--- config.mk ---
export PLATFORM = sky130hd
export DESIGN_NAME = infrared_frame_controller
export DESIGN_NICKNAME = d
export VERILOG_FILES = /design/src/ir_frame_pkg.sv /design/src/ir_byte_fifo.sv /design/src/infrared_frame_controller.sv
export VERILOG_INCLUDE_DIRS = /design/src
export SDC_FILE = /design/constraint.sdc
export NUM_CORES = 1
export LEC_CHECK = 0
export BUFFER_PORTS_ARGS = -buffer_cell sky130_fd_sc_hd__buf_4
export CORE_UTILIZATION = 55
export CTS_BUF_LIST = sky130_fd_sc_hd__clkbuf_4 sky130_fd_sc_hd__clkbuf_8
export DETAILED_ROUTE_END_ITERATION = 7
export PLACE_DENSITY = 0.71
export SYNTH_ARGS = -nofsm -noshare
export SYNTH_HDL_FRONTEND = slang
export SYNTH_HIERARCHICAL = 1
export SYNTH_SLANG_ARGS = --single-unit
--- constraint.sdc ---
create_clock -name ref_clk -period 7.1 [get_ports ref_clk]
set_clock_uncertainty 0.2 [all_clocks]
set_input_delay 0.71 -clock ref_clk [delete_from_list [all_inputs] [get_ports ref_clk]]
set_output_delay 0.71 -clock ref_clk [all_outputs]
set_load 0.01 [all_outputs]
--- src/ir_frame_cfg.svh ---
// Constants for the infrared frame controller: offsets, fields, timing
`ifndef IR_FRAME_CFG_SVH
`define IR_FRAME_CFG_SVH
// Register addresses
`define A_DATA      4'h0
`define A_IEN       4'h1
`define A_EVT       4'h2
`define A_LSTAT     4'h3
`define A_LCTL1     4'h4
`define A_LCTL2     4'h5
`define A_MODE      4'h6
`define A_DMA       4'h7
`define A_THR       4'h8
`define A_TFL_LO    4'h9
`define A_TFL_HI    4'ha
`define A_MDS_LO    4'hb
`define A_RST_HI    4'hc
`define A_TEST      4'hf
// Field positions
`define B_TXEN      0
`define B_RXEN      1
`define B_FCLR      4
`define B_CVIEW     7
`define B_DMAEN     0
`define E_TXE       7
`define E_TOUT      5
`define E_EOF       4
`define E_MLE       3
`define E_CRC       2
`define E_OVR       1
// Reset value of every control register
`define REG_RST     8'h00
// Framing bytes and CRC constants
`define FR_BOF      8'hc0
`define FR_EOF      8'hc1
`define FR_ESC      8'h7d
`define FR_XOR      8'h20
`define FR_FLAG     8'h7e
`define CRC_INIT    16'hffff
`define CRC_GOOD    16'hf0b8
// Timing
`define CLK_HZ      20000000
`define CLK_NS      50
`define TOUT_FAST_NS 69500
`define TOUT_FAST_CYC ((`TOUT_FAST_NS + `CLK_NS - 1) / `CLK_NS)
`define TOUT_BITS   (4 * 8)
`define BIT_CYC(b)  ((`CLK_HZ + (b) - 1) / (b))
`endif

--- src/ir_frame_pkg.sv ---
// Types shared by the infrared frame controller
`default_nettype none
package ir_frame_pkg;
	typedef enum logic [1:0] {M_SIR, M_EXSIR, M_MIR, M_FIR} mode_e;
	typedef enum logic [2:0] {T_IDLE, T_BOF, T_DATA, T_ESC, T_CRC1,
		T_CRC2, T_EOF} tx_state_e;
endpackage : ir_frame_pkg
`default_nettype wire

--- src/ir_byte_fifo.sv ---
// Byte FIFO of 32 entries with fill count
`default_nettype none
module ir_byte_fifo #(
	parameter int W = 8
) (
	input  wire logic         ref_clk,  // System clock
	input  wire logic         rst_n,    // Async reset
	input  wire logic         clr,      // Flush contents
	input  wire logic         push,     // Write one entry
	input  wire logic [W-1:0] wdata,    // Entry written
	input  wire logic         pop,      // Drop head entry
	output logic [W-1:0]      rdata,    // Head entry
	output logic [5:0]        count,    // Entries held
	output logic              full,     // No room
	output logic              empty     // Nothing held
);
	logic [W-1:0] mem [32];   // Storage array
	logic [4:0]   wrPtr_r;    // Write pointer
	logic [4:0]   rdPtr_r;    // Read pointer
	logic [5:0]   count_r;    // Fill level
	logic         doPush;     // Accepted push
	logic         doPop;      // Accepted pop

	assign full   = (count_r == 6'h20);
	assign empty  = (count_r == 6'h00);
	assign count  = count_r;
	assign rdata  = mem[rdPtr_r];
	assign doPush = push && !full;
	assign doPop  = pop && !empty;

	// Storage write
	always_ff @(posedge ref_clk)
	begin
		if (doPush)
			mem[wrPtr_r] <= wdata;
	end

	// Pointers and level
	always_ff @(posedge ref_clk or negedge rst_n)
	begin
		if (!rst_n)
		begin
			wrPtr_r <= 5'h00;
			rdPtr_r <= 5'h00;
			count_r <= 6'h00;
		end
		else if (clr)
		begin
			wrPtr_r <= 5'h00;
			rdPtr_r <= 5'h00;
			count_r <= 6'h00;
		end
		else
		begin
			if (doPush)
				wrPtr_r <= wrPtr_r + 5'h01;
			if (doPop)
				rdPtr_r <= rdPtr_r + 5'h01;
			if (doPush && !doPop)
				count_r <= count_r + 6'h01;
			else if (doPop && !doPush)
				count_r <= count_r - 6'h01;
		end
	end
endmodule : ir_byte_fifo
`default_nettype wire

--- src/infrared_frame_controller.sv ---
// Infrared frame controller: host registers, framing, DMA, time-out
// Function
// RULE1: four modes: plain, extended slow, medium, fast
// RULE2: plain slow mode passes raw bytes only
// RULE3: extended slow frames, escapes, CRC, allows DMA
// RULE4: medium mode delimits frames and checks CRC
// RULE5: fast mode delimits frames and checks CRC
// RULE6: transmit or receive enable bit picks direction
// RULE7: both enables clear means idle
// RULE8: registers and transmit queue writable while idle
// RULE9: both enables set means receive
// RULE10: single and demand DMA only, no block
// RULE11: software sets frame length and DMA count
// RULE12: receive request at threshold or time-out
// RULE13: receive request drops when queue empties
// RULE14: send request below threshold, drops full/empty
// RULE15: time-out raises interrupt or DMA request
// RULE16: fast modes time out after 69.5 us
// RULE17: slow modes time out after 32 bits
// RULE18: 4-bit address selects registers 0h..Ch
// RULE19: 9h/Ah write length, read live count
// RULE20: Bh/Ch write max size, read length stack (code: high byte written at 0h with view set, Ch ignores writes)
// RULE21: view select picks programmed or live values
// RULE22: time-out restarts on write or read
`default_nettype none
`include "ir_frame_cfg.svh"
module infrared_frame_controller #(
	parameter int BIT_CYC_2400 = `BIT_CYC(2400)  // Bit period at 2400 bps
) (
	input  wire logic                ref_clk,   // 20 MHz clock
	input  wire logic                rst_n,     // Async reset
	input  wire logic                csN,       // Chip select
	input  wire logic                rdN,       // Read strobe
	input  wire logic                wrN,       // Write strobe
	input  wire logic [3:0]          addr,      // Register address
	input  wire logic [7:0]          dataIn,    // Host write data
	output logic      [7:0]          dataOut,   // Host read data
	output logic                     dataOe,    // Read data drive
	output logic                     dreq,      // DMA request
	input  wire logic                dackN,     // DMA acknowledge
	input  wire logic                tcN,       // DMA terminal count
	output logic                     intReq,    // Interrupt request
	output ir_frame_pkg::mode_e      linkMode,  // Mode to line coder
	output logic                     sendMode,  // Link sending
	output logic                     recvMode,  // Link receiving
	output logic      [7:0]          txByte,    // Byte to line coder
	output logic                     txValid,   // Byte offered
	input  wire logic                txReady,   // Coder takes byte
	input  wire logic [7:0]          rxByte,    // Byte from line coder
	input  wire logic                rxValid,   // Byte present
	input  wire logic                rxFlag     // Delimiter seen
);
	import ir_frame_pkg::*;

	// Control registers
	logic [7:0]  intEnable_r;   // Interrupt enable
	logic [7:0]  events_r;      // Sticky events
	logic [7:0]  linkCtl1_r;    // Link control one
	logic [7:0]  linkCtl2_r;    // Count view control
	logic [7:0]  modeRate_r;    // Mode and rate
	logic [7:0]  dmaSetup_r;    // DMA setup
	logic [7:0]  thresh_r;      // Queue thresholds
	logic [11:0] txFrameLen_r;  // Transmit frame length
	logic [15:0] maxSize_r;     // Max receive data size
	logic [7:0]  test_r;        // Factory check scratch
	logic [11:0] txLiveCnt_r;   // Bytes sent this frame
	logic [15:0] rxLenStack_r;  // Last received length
	logic [15:0] rxLen_r;       // Running receive length
	// Bus strobes
	logic        wrNPrev_r;     // Write strobe history
	logic        rdNPrev_r;     // Read strobe history
	logic        wrStart;       // Write strobe fell
	logic        rdStart;       // Read strobe fell
	logic        hostWr;        // Register write
	logic        hostRd;        // Register read
	logic        dmaWr;         // DMA write to queue
	logic        dmaRd;         // DMA read from queue
	logic        countView;     // Show live counts
	logic        fifoClr;       // Flush both queues
	logic [7:0]  readVal;       // Read mux result
	// Queues
	logic        txPush;
	logic        txPop;
	logic [8:0]  txHead;        // Head with last mark
	logic [5:0]  txCount;
	logic        txFull;
	logic        txEmpty;
	logic        rxPush;
	logic        rxPop;
	logic [7:0]  rxPushByte;
	logic [7:0]  rxHead;
	logic [5:0]  rxCount;
	logic        rxFull;
	logic        rxEmpty;
	// Framing
	mode_e       mode;
	tx_state_e   txState_r;
	logic [15:0] txCrc_r;       // Transmit CRC
	logic [15:0] rxCrc_r;       // Receive CRC
	logic        rxEsc_r;       // Next byte escaped
	logic        rxInFrame_r;   // Inside a frame
	logic        linkFree;      // Output slot open
	logic        needEsc;       // Head needs escaping
	logic        lastByte;      // Head ends frame
	logic        txEmptyEvt;    // Frame closed, queue empty
	logic        rxEofEvt;      // Frame end received
	logic        rxData;        // Payload byte received
	// Time-out
	logic [13:0] bitCyc;        // Cycles per bit
	logic [13:0] bitDiv_r;      // Bit divider
	logic [10:0] toutCnt_r;     // Time-out progress
	logic [10:0] toutLimit;
	logic        toutTick;
	logic        toutFlag_r;    // Time-out standing
	logic        toutRestart;

	// CRC-16 over one byte, reflected
	function automatic logic [15:0] crcByte(input logic [15:0] c,
		input logic [7:0] d);
		logic [15:0] r;
		r = c ^ {8'h00, d};
		for (int i = 0; i < 8; i++)
			r = r[0] ? ((r >> 1) ^ 16'h8408) : (r >> 1);
		return r;
	endfunction : crcByte

	// Mode decode and direction
	assign mode     = mode_e'(modeRate_r[1:0]);  // see RULE1
	assign countView = linkCtl2_r[`B_CVIEW];
	// Receive wins when both enables set; none set is idle
	assign recvMode = linkCtl1_r[`B_RXEN];  // see RULE6, RULE9
	assign sendMode = linkCtl1_r[`B_TXEN] && !linkCtl1_r[`B_RXEN];  // see RULE7
	assign linkMode = mode;

	// Strobe edge detect
	always_ff @(posedge ref_clk or negedge rst_n)
	begin
		if (!rst_n)
		begin
			wrNPrev_r <= 1'b1;
			rdNPrev_r <= 1'b1;
		end
		else
		begin
			wrNPrev_r <= wrN;
			rdNPrev_r <= rdN;
		end
	end

	assign wrStart = !wrN && wrNPrev_r;
	assign rdStart = !rdN && rdNPrev_r;
	assign hostWr  = wrStart && !csN;  // see RULE18
	assign hostRd  = rdStart && !csN;
	// DMA strobes hit the data port only, one byte per strobe
	assign dmaWr   = wrStart && !dackN && dmaSetup_r[`B_DMAEN];  // see RULE10
	assign dmaRd   = rdStart && !dackN && dmaSetup_r[`B_DMAEN];
	assign fifoClr = hostWr && addr == `A_LCTL1 && dataIn[`B_FCLR];

	// Register writes, accepted in every direction state
	always_ff @(posedge ref_clk or negedge rst_n)
	begin
		if (!rst_n)
		begin
			intEnable_r  <= `REG_RST;
			linkCtl1_r   <= `REG_RST;
			linkCtl2_r   <= `REG_RST;
			modeRate_r   <= `REG_RST;
			dmaSetup_r   <= `REG_RST;
			thresh_r     <= `REG_RST;
			txFrameLen_r <= 12'h000;
			maxSize_r    <= 16'h0000;
			test_r       <= `REG_RST;
		end
		else if (hostWr)  // see RULE8
		begin
			if (addr == `A_DATA && countView)
				maxSize_r[15:8] <= dataIn;
			else if (addr == `A_IEN)
				intEnable_r <= dataIn;
			else if (addr == `A_LCTL1)
				// Flush bit acts once, not stored
				linkCtl1_r <= dataIn & ~(8'h01 << `B_FCLR);  // see RULE6
			else if (addr == `A_LCTL2)
				linkCtl2_r <= dataIn;
			else if (addr == `A_MODE)
				modeRate_r <= dataIn;
			else if (addr == `A_DMA)
				dmaSetup_r <= dataIn;
			else if (addr == `A_THR)
				thresh_r <= dataIn;
			else if (addr == `A_TFL_LO)
				txFrameLen_r[7:0] <= dataIn;  // see RULE19, RULE11
			else if (addr == `A_TFL_HI)
				txFrameLen_r[11:8] <= dataIn[3:0];
			else if (addr == `A_MDS_LO)
				maxSize_r[7:0] <= dataIn;  // see RULE20
			else if (addr == `A_TEST)
				test_r <= dataIn;
		end
	end

	// Read mux
	always_comb
	begin
		readVal = 8'h00;
		if (addr == `A_DATA)
			readVal = rxHead;
		else if (addr == `A_IEN)
			readVal = intEnable_r;
		else if (addr == `A_EVT)
			readVal = events_r;
		else if (addr == `A_LSTAT)
			readVal = {rxCount, rxInFrame_r, toutFlag_r};
		else if (addr == `A_LCTL1)
			readVal = linkCtl1_r;
		else if (addr == `A_LCTL2)
			readVal = linkCtl2_r;
		else if (addr == `A_MODE)
			readVal = modeRate_r;
		else if (addr == `A_DMA)
			readVal = dmaSetup_r;
		else if (addr == `A_THR)
			readVal = thresh_r;
		else if (addr == `A_TFL_LO)  // see RULE19, RULE21
			readVal = countView ? txLiveCnt_r[7:0] : txFrameLen_r[7:0];
		else if (addr == `A_TFL_HI)
			readVal = countView ? {4'h0, txLiveCnt_r[11:8]}
				: {4'h0, txFrameLen_r[11:8]};
		else if (addr == `A_MDS_LO)  // see RULE20, RULE21
			readVal = countView ? rxLenStack_r[7:0] : maxSize_r[7:0];
		else if (addr == `A_RST_HI)
			readVal = rxLenStack_r[15:8];
		else if (addr == `A_TEST)
			readVal = test_r;
	end

	// Read data register and drive
	always_ff @(posedge ref_clk or negedge rst_n)
	begin
		if (!rst_n)
		begin
			dataOut <= 8'h00;
			dataOe  <= 1'b0;
		end
		else
		begin
			if (dmaRd)
				dataOut <= rxHead;
			else if (hostRd)
				dataOut <= readVal;
			dataOe <= !rdN && (!csN || !dackN);
		end
	end

	// Queues
	assign txPush = (hostWr && addr == `A_DATA && !countView) || dmaWr;
	assign rxPop  = (hostRd && addr == `A_DATA) || dmaRd;

	ir_byte_fifo #(.W(9)) txQueue (
		.ref_clk (ref_clk),
		.rst_n   (rst_n),
		.clr     (fifoClr),
		.push    (txPush),
		.wdata   ({dmaWr && !tcN, dataIn}),
		.pop     (txPop),
		.rdata   (txHead),
		.count   (txCount),
		.full    (txFull),
		.empty   (txEmpty)
	);

	ir_byte_fifo #(.W(8)) rxQueue (
		.ref_clk (ref_clk),
		.rst_n   (rst_n),
		.clr     (fifoClr),
		.push    (rxPush),
		.wdata   (rxPushByte),
		.pop     (rxPop),
		.rdata   (rxHead),
		.count   (rxCount),
		.full    (rxFull),
		.empty   (rxEmpty)
	);

	// Transmit take decisions
	assign linkFree = !txValid || txReady;
	assign needEsc  = mode == M_EXSIR && (txHead[7:0] == `FR_BOF
		|| txHead[7:0] == `FR_EOF || txHead[7:0] == `FR_ESC);  // see RULE3
	// Frame ends on terminal count mark or programmed length
	assign lastByte = txHead[8] || (txFrameLen_r != 12'h000
		&& txLiveCnt_r + 12'h001 == txFrameLen_r);
	always_comb
	begin
		txPop = 1'b0;
		if (sendMode && linkFree && !txEmpty)
		begin
			if (mode == M_SIR && txState_r == T_IDLE)
				txPop = 1'b1;  // see RULE2
			else if (txState_r == T_DATA && !needEsc)
				txPop = 1'b1;
			else if (txState_r == T_ESC)
				txPop = 1'b1;
		end
	end
	assign txEmptyEvt = sendMode && linkFree && txEmpty
		&& (txState_r == T_EOF || (mode == M_SIR && txState_r == T_IDLE
		&& txValid && txReady));

	// Transmit framer
	always_ff @(posedge ref_clk or negedge rst_n)
	begin
		if (!rst_n)
		begin
			txState_r   <= T_IDLE;
			txByte      <= 8'h00;
			txValid     <= 1'b0;
			txCrc_r     <= `CRC_INIT;
			txLiveCnt_r <= 12'h000;
		end
		else if (!sendMode)
		begin
			txState_r <= T_IDLE;
			if (txReady)
				txValid <= 1'b0;
		end
		else if (linkFree)
		begin
			txValid <= 1'b0;
			case (txState_r)
				T_IDLE:
				begin
					if (!txEmpty && mode == M_SIR)
					begin
						txByte  <= txHead[7:0];
						txValid <= 1'b1;
					end
					else if (!txEmpty)
					begin
						txState_r   <= T_BOF;
						txCrc_r     <= `CRC_INIT;
						txLiveCnt_r <= 12'h000;
					end
				end
				T_BOF:
				begin
					// Medium and fast use flag delimiters
					txByte    <= (mode == M_EXSIR) ? `FR_BOF : `FR_FLAG;  // see RULE4, RULE5
					txValid   <= 1'b1;
					txState_r <= T_DATA;
				end
				T_DATA, T_ESC:
				begin
					if (!txEmpty && txState_r == T_DATA && needEsc)
					begin
						txByte    <= `FR_ESC;
						txValid   <= 1'b1;
						txState_r <= T_ESC;
					end
					else if (!txEmpty)
					begin
						txByte      <= (txState_r == T_ESC)
							? (txHead[7:0] ^ `FR_XOR) : txHead[7:0];
						txValid     <= 1'b1;
						txCrc_r     <= crcByte(txCrc_r, txHead[7:0]);
						txLiveCnt_r <= txLiveCnt_r + 12'h001;
						txState_r   <= lastByte ? T_CRC1 : T_DATA;
					end
				end
				T_CRC1:
				begin
					txByte    <= ~txCrc_r[7:0];
					txValid   <= 1'b1;
					txState_r <= T_CRC2;
				end
				T_CRC2:
				begin
					txByte    <= ~txCrc_r[15:8];
					txValid   <= 1'b1;
					txState_r <= T_EOF;
				end
				T_EOF:
				begin
					txByte    <= (mode == M_EXSIR) ? `FR_EOF : `FR_FLAG;
					txValid   <= 1'b1;
					txState_r <= T_IDLE;
				end
				default:
					txState_r <= T_IDLE;
			endcase
		end
	end

	// Receive payload classification
	assign rxData = recvMode && rxValid && (mode == M_SIR
		|| (mode == M_EXSIR && rxInFrame_r && !(rxByte == `FR_BOF
		|| rxByte == `FR_EOF || rxByte == `FR_ESC) && !rxFlag)
		|| (mode != M_EXSIR && rxInFrame_r && !rxFlag));  // see RULE2, RULE3
	assign rxPushByte = rxEsc_r ? (rxByte ^ `FR_XOR) : rxByte;
	assign rxPush = rxData;
	assign rxEofEvt = recvMode && rxValid && rxInFrame_r && mode != M_SIR
		&& ((mode == M_EXSIR && rxByte == `FR_EOF)
		|| (mode != M_EXSIR && rxFlag && rxLen_r != 16'h0000));  // see RULE4, RULE5

	// Receive deframer and length stack
	always_ff @(posedge ref_clk or negedge rst_n)
	begin
		if (!rst_n)
		begin
			rxInFrame_r  <= 1'b0;
			rxEsc_r      <= 1'b0;
			rxCrc_r      <= `CRC_INIT;
			rxLen_r      <= 16'h0000;
			rxLenStack_r <= 16'h0000;
		end
		else if (!recvMode || mode == M_SIR)
		begin
			rxInFrame_r <= 1'b0;
			rxEsc_r     <= 1'b0;
		end
		else if (rxEofEvt)
		begin
			rxInFrame_r  <= 1'b0;
			rxLenStack_r <= rxLen_r;
		end
		else if (rxValid && ((mode == M_EXSIR && rxByte == `FR_BOF)
			|| (mode != M_EXSIR && rxFlag)))
		begin
			rxInFrame_r <= 1'b1;
			rxEsc_r     <= 1'b0;
			rxCrc_r     <= `CRC_INIT;
			rxLen_r     <= 16'h0000;
		end
		else if (rxValid && rxInFrame_r && mode == M_EXSIR
			&& rxByte == `FR_ESC)
			rxEsc_r <= 1'b1;
		else if (rxData)
		begin
			rxEsc_r <= 1'b0;
			rxCrc_r <= crcByte(rxCrc_r, rxPushByte);
			rxLen_r <= rxLen_r + 16'h0001;
		end
	end

	// Time-out base: 32 bit periods slow, fixed delay fast
	always_comb
	begin
		bitCyc = 14'(BIT_CYC_2400);
		if (modeRate_r[7:5] == 3'h1)
			bitCyc = 14'(`BIT_CYC(9600));
		else if (modeRate_r[7:5] == 3'h2)
			bitCyc = 14'(`BIT_CYC(19200));
		else if (modeRate_r[7:5] == 3'h3)
			bitCyc = 14'(`BIT_CYC(38400));
		else if (modeRate_r[7:5] == 3'h4)
			bitCyc = 14'(`BIT_CYC(57600));
		else if (modeRate_r[7:5] == 3'h5)
			bitCyc = 14'(`BIT_CYC(115200));
	end
	assign toutLimit = (mode == M_MIR || mode == M_FIR)
		? 11'(`TOUT_FAST_CYC) : 11'(`TOUT_BITS);  // see RULE16, RULE17
	assign toutTick  = (mode == M_MIR || mode == M_FIR)
		|| bitDiv_r == bitCyc - 14'h0001;
	assign toutRestart = rxPush || rxPop;  // see RULE22

	// Time-out counter
	always_ff @(posedge ref_clk or negedge rst_n)
	begin
		if (!rst_n)
		begin
			bitDiv_r   <= 14'h0000;
			toutCnt_r  <= 11'h000;
			toutFlag_r <= 1'b0;
		end
		else if (toutRestart || rxEmpty || !recvMode)  // see RULE22
		begin
			bitDiv_r   <= 14'h0000;
			toutCnt_r  <= 11'h000;
			toutFlag_r <= 1'b0;
		end
		else if (!toutFlag_r)
		begin
			bitDiv_r <= toutTick ? 14'h0000 : bitDiv_r + 14'h0001;
			if (toutTick)
				toutCnt_r <= toutCnt_r + 11'h001;
			if (toutTick && toutCnt_r == toutLimit - 11'h001)
				toutFlag_r <= 1'b1;  // see RULE16, RULE17
		end
	end

	// Sticky events, cleared by reading; a new event wins
	always_ff @(posedge ref_clk or negedge rst_n)
	begin
		if (!rst_n)
			events_r <= `REG_RST;
		else
		begin
			if (hostRd && addr == `A_EVT)
				events_r <= 8'h00;
			if (txEmptyEvt)
				events_r[`E_TXE] <= 1'b1;
			// Time-out routed to interrupt when DMA is off
			if (toutFlag_r && !dmaSetup_r[`B_DMAEN])
				events_r[`E_TOUT] <= 1'b1;  // see RULE15
			if (rxEofEvt)
				events_r[`E_EOF] <= 1'b1;
			if (rxEofEvt && rxCrc_r != `CRC_GOOD)
				events_r[`E_CRC] <= 1'b1;  // see RULE3
			if (rxData && rxLen_r >= maxSize_r)
				events_r[`E_MLE] <= 1'b1;
			if (rxPush && rxFull)
				events_r[`E_OVR] <= 1'b1;
		end
	end

	// Interrupt and DMA request
	always_ff @(posedge ref_clk or negedge rst_n)
	begin
		if (!rst_n)
		begin
			intReq <= 1'b0;
			dreq   <= 1'b0;
		end
		else
		begin
			intReq <= |(events_r & intEnable_r);
			if (!dmaSetup_r[`B_DMAEN] || (!recvMode && !sendMode))
				dreq <= 1'b0;
			else if (recvMode)
			begin
				if (rxEmpty || (rxPop && rxCount == 6'h01))
					dreq <= 1'b0;  // see RULE13
				else if (rxCount >= {2'b00, thresh_r[7:4]} || toutFlag_r)
					dreq <= 1'b1;  // see RULE12, RULE15
			end
			else
			begin
				if (txFull || txEmptyEvt)
					dreq <= 1'b0;  // see RULE14
				else if (txCount < {2'b00, thresh_r[3:0]})
					dreq <= 1'b1;
			end
		end
	end
endmodule : infrared_frame_controller
`default_nettype wire

==> metrics.yaml <==
status:
  outcome: "complete, no violations"
timing:
  timing.hold.ws_ns: 0.07728
  finalSetupViolations: 0
  max_slew_margin_pct: 11.62
  final_total_negative_setup_slack_ns: 0
  worst_pin_slew_ns: 1.318
  final-max-slew-violation-count: 0
  final_critical_path_setup_slack_ns: 1.216
  unrepaired_setup_endpoints_after_global_routing: "no"
  layout_min_cycle_time_ns: 5.884
  final_hold_viol_count: 0
  fmax_ghz: 0.1700
  fin_crit_sh_pct: 82.87
clock_network:
  cts_max_path_buffers: 3
  cts_inserted_buffers: 133
  cts_max_level: 4
  clk_latency_ns: 0.80
  cts.sink_count: 794
  cts_setup_buffers: 0
  clockRootBuffer: "clkbuf_8"
  tritoncts: "done"
  clkSlewWorstSetupHoldPaths_ns: 0.06
grt:
  global_route.usage.total_pct: 25.99
  grt_pass1_wl_um: 134500
  vias_in_the_first_global_route: 23470
  grt_overflow: 0
  grt_max_degree: 165
  antenna_found_initial: 1
die:
  floorplan.io_pins: 54
  std_cell_rows: 94
  floorplan.initialDensity_pct: 55.67
  die_boundary_height_um: 260.0
  design.core.area_mm2: 0.06575
  design.die.area_mm2: 0.06758
  die-width_um: 260.0
worst_hold_path:
  timing.hold.worst_path_depth: 3
  timing.hold.worst.class: "input pin to register"
placement:
  pre_cts_slack_ns: 1.413
  placed_cells: 3474
  post_dp_cell_area_mm2: 0.03766
  place_hpwl_um: 55120
  io_buffer_count: 53
  routabilityCongestion: 0.9402
setup_path:
  critical_path.max_fanout: 43
  cp.required_ns: 7.54
  startpoint_type: "register"
  timing.critical_path.cells: "buf_4, mux2i_1, a22oi_1, a31oi_1, o221ai_1, or2b_1, a2bb2o_4, nand4b_1, a21oi_1, nor4_1, buf_4, o31ai_4, nand2_2, ha_1, a211oi_1, o21bai_1, a21oi_1, mux2i_1, mux2_1"
  critical_path_arrival_ns: 6.33
  path_class: "register to register"
  r2r_cells: 19
  critical_path.endpoint_type: "register"
  worst_path_max_delay_cell: "dfrtp_4"
  critical_path_s_largest_stage_delay_ns: 0.90
pwr:
  vdd_drop_max_mv: 0.2486
  cellPowerDensity_mw_per_mm2: 313.6
  report.power.total_mw: 12.70
  static-leakage-power_nw: 14.58
route:
  post_drt_via_cell_ratio: 6.236
  detailedRoute.firstIterationViolations: 2351
  wl_per_cell_um: 23.14
  drtPass1Iterations: 6
  finalWirelength_um: 86110
  drcViolationCount: 0
  num_vias: 23210
  drt.antenna.violating_nets: 0
synthesis:
  synth_edf_count: 544
  yosys.cell_count.top_type: "edfxtp_1"
  syn-num-nets: 2767
  synth.distinct_cells: 100
  yosys_warnings: 6
  synth.top_cells.by_area: "edfxtp_1 45%, dfrtp_1 15%, mux2i_1 5.5%"
  synth_top_cell_area_share_pct: 44.63
  synth_ff_type: "edfxtp_1"
  seq_area_frac_synth_pct: 61.84
  syn_area_per_cell_um2: 13.64
  ys_top_cells_by_count: "544 x edfxtp_1, 216 x dfrtp_1, 202 x mux2i_1"
  syn_area_mm2: 0.03660
  yosys.area.top_type: "edfxtp_1"
  ys_seq_elements: 794
  synth_cells: 2684
  async_flop_share_pct: 31.49
finish:
  syn_to_final_growth_pct: 10.64
  post_route_cells_drive_above_1_share_pct: 20.79
  layout.nets: 2833
  fillerInstances: 4901
  postLayoutCoreUtil_pct: 61.59
  layoutNonFillerInstCount: 3722
  postLayoutCellArea_mm2: 0.04049
flow_run:
  timing.max_cap.violations: 0
-- per-layer routing --
layer | part of all wire (%) | track usage (%) | vias to the layer above
met1 | 43 | 36.44 | 11730
met4 | 2.6 | 8.791 | 0
li1 | - | - | 10380
met3 | 7.0 | 5.039 | 164
met5 | 0 | 0 | -
met2 | 48 | 40.77 | 930
-- power breakdown --
group | switching, mW | internal, mW | total, mW | leakage [nW]
clock | 1.87 | 2.28 | 4.15 | 1.48
combinational | 1.56 | 1.32 | 2.88 | 5.04
sequential | 0.403 | 5.27 | 5.67 | 8.06
-- cells by family (layout without fill, tap and decap cells) --
family | count (synthesis) | count (layout) | synth area share, %
DFF | 794 | 794 | 61.84
and+or+nand+nor | 642 | 642 | 8.929
AOI/OAI and AO/OA | 471 | 471 | 8.673
muxes | 405 | 405 | 13.86
buffers and inverters | 227 | 400 | 2.639
xor gates and xnor gates | 92 | 92 | 2.202
adders and majority gates | 53 | 53 | 1.853
other | 0 | 1 | 0
-- repair_timing --
| item | 4_1_cts | 5_1_grt |
|---|---|---|
| resized for setup | 0 | 0 |
| hold endpoints to repair | 73 | 0 |
| setup endpoints to repair | 0 | 0 |
| hold buffers | 5 | 0 |
-- critical path, delay by kind of cell, from the launching register on --
| family | cells | cell delay [ns] |
|---|---|---|
| compound gates | 9 | 2.03 |
| simple gates | 4 | 0.84 |
| mux | 3 | 0.83 |
| buf+inv | 2 | 0.63 |
| fa+ha+maj | 1 | 0.27 |
| flops | 1 | 0.90 |
-- cells in the final DEF, fill, tap and decap left out, drive strengths merged, types with 40 or more instances in the layout --
cell / netlist / layout
ha: 51 / 51
buf: 80 / 88
xnor2: 47 / 47
a22o: 40 / 40
a21oi: 105 / 105
edfxtp: 544 / 544
mux2: 135 / 135
dfrtp: 216 / 216
xor2: 45 / 45
nand2: 158 / 158
mux4: 68 / 68
o21ai: 99 / 99
inv: 63 / 70
mux2i: 202 / 202
nor2: 182 / 182
clkbuf: 82 / 196
nor3: 49 / 49
-- area by class of cell --
cell class              instances  area, µm²  share of cell area [%]
diodes                          1      2.502                0.006180
clock buffers                 196       2397                   5.920
clock inverters                46      380.4                  0.9393
inverters                      65      244.0                  0.6025
multi-input cells            1663      13010                   32.14
flip-flops and latches        794      22640                   55.92
well taps                     864       1081                   2.670
repair buffers                 93      730.7                   1.804
-- registers in the layout (all words and copies together) (netlist names), 14 cells and up --
signal	count
rxQueue/mem	256
txQueue/mem	288
txCrc_r	16
rxLen_r	16
maxSize_r	16
rxCrc_r	16
rxLenStack_r	16
bitDiv_r	14
-- worst paths after layout --
check | from | to | slack [ns]
setup / recovery | txQueue/rdPtr_r[1] | txQueue/count[5] | 1.22
hold / removal | rxValid | rxEsc_r | 0.08
setup reg to reg | txQueue/rdPtr_r[1] | txQueue/count[5] | 1.22
hold reg to reg | dataOut[1] | dataOut[1] | 0.29
max in group asynchronous | rst_n | rxQueue/rdPtr_r[1] | 4.88
min in group asynchronous | rst_n | bitDiv_r[3] | 0.33
(Power assumes the default switching activity.)
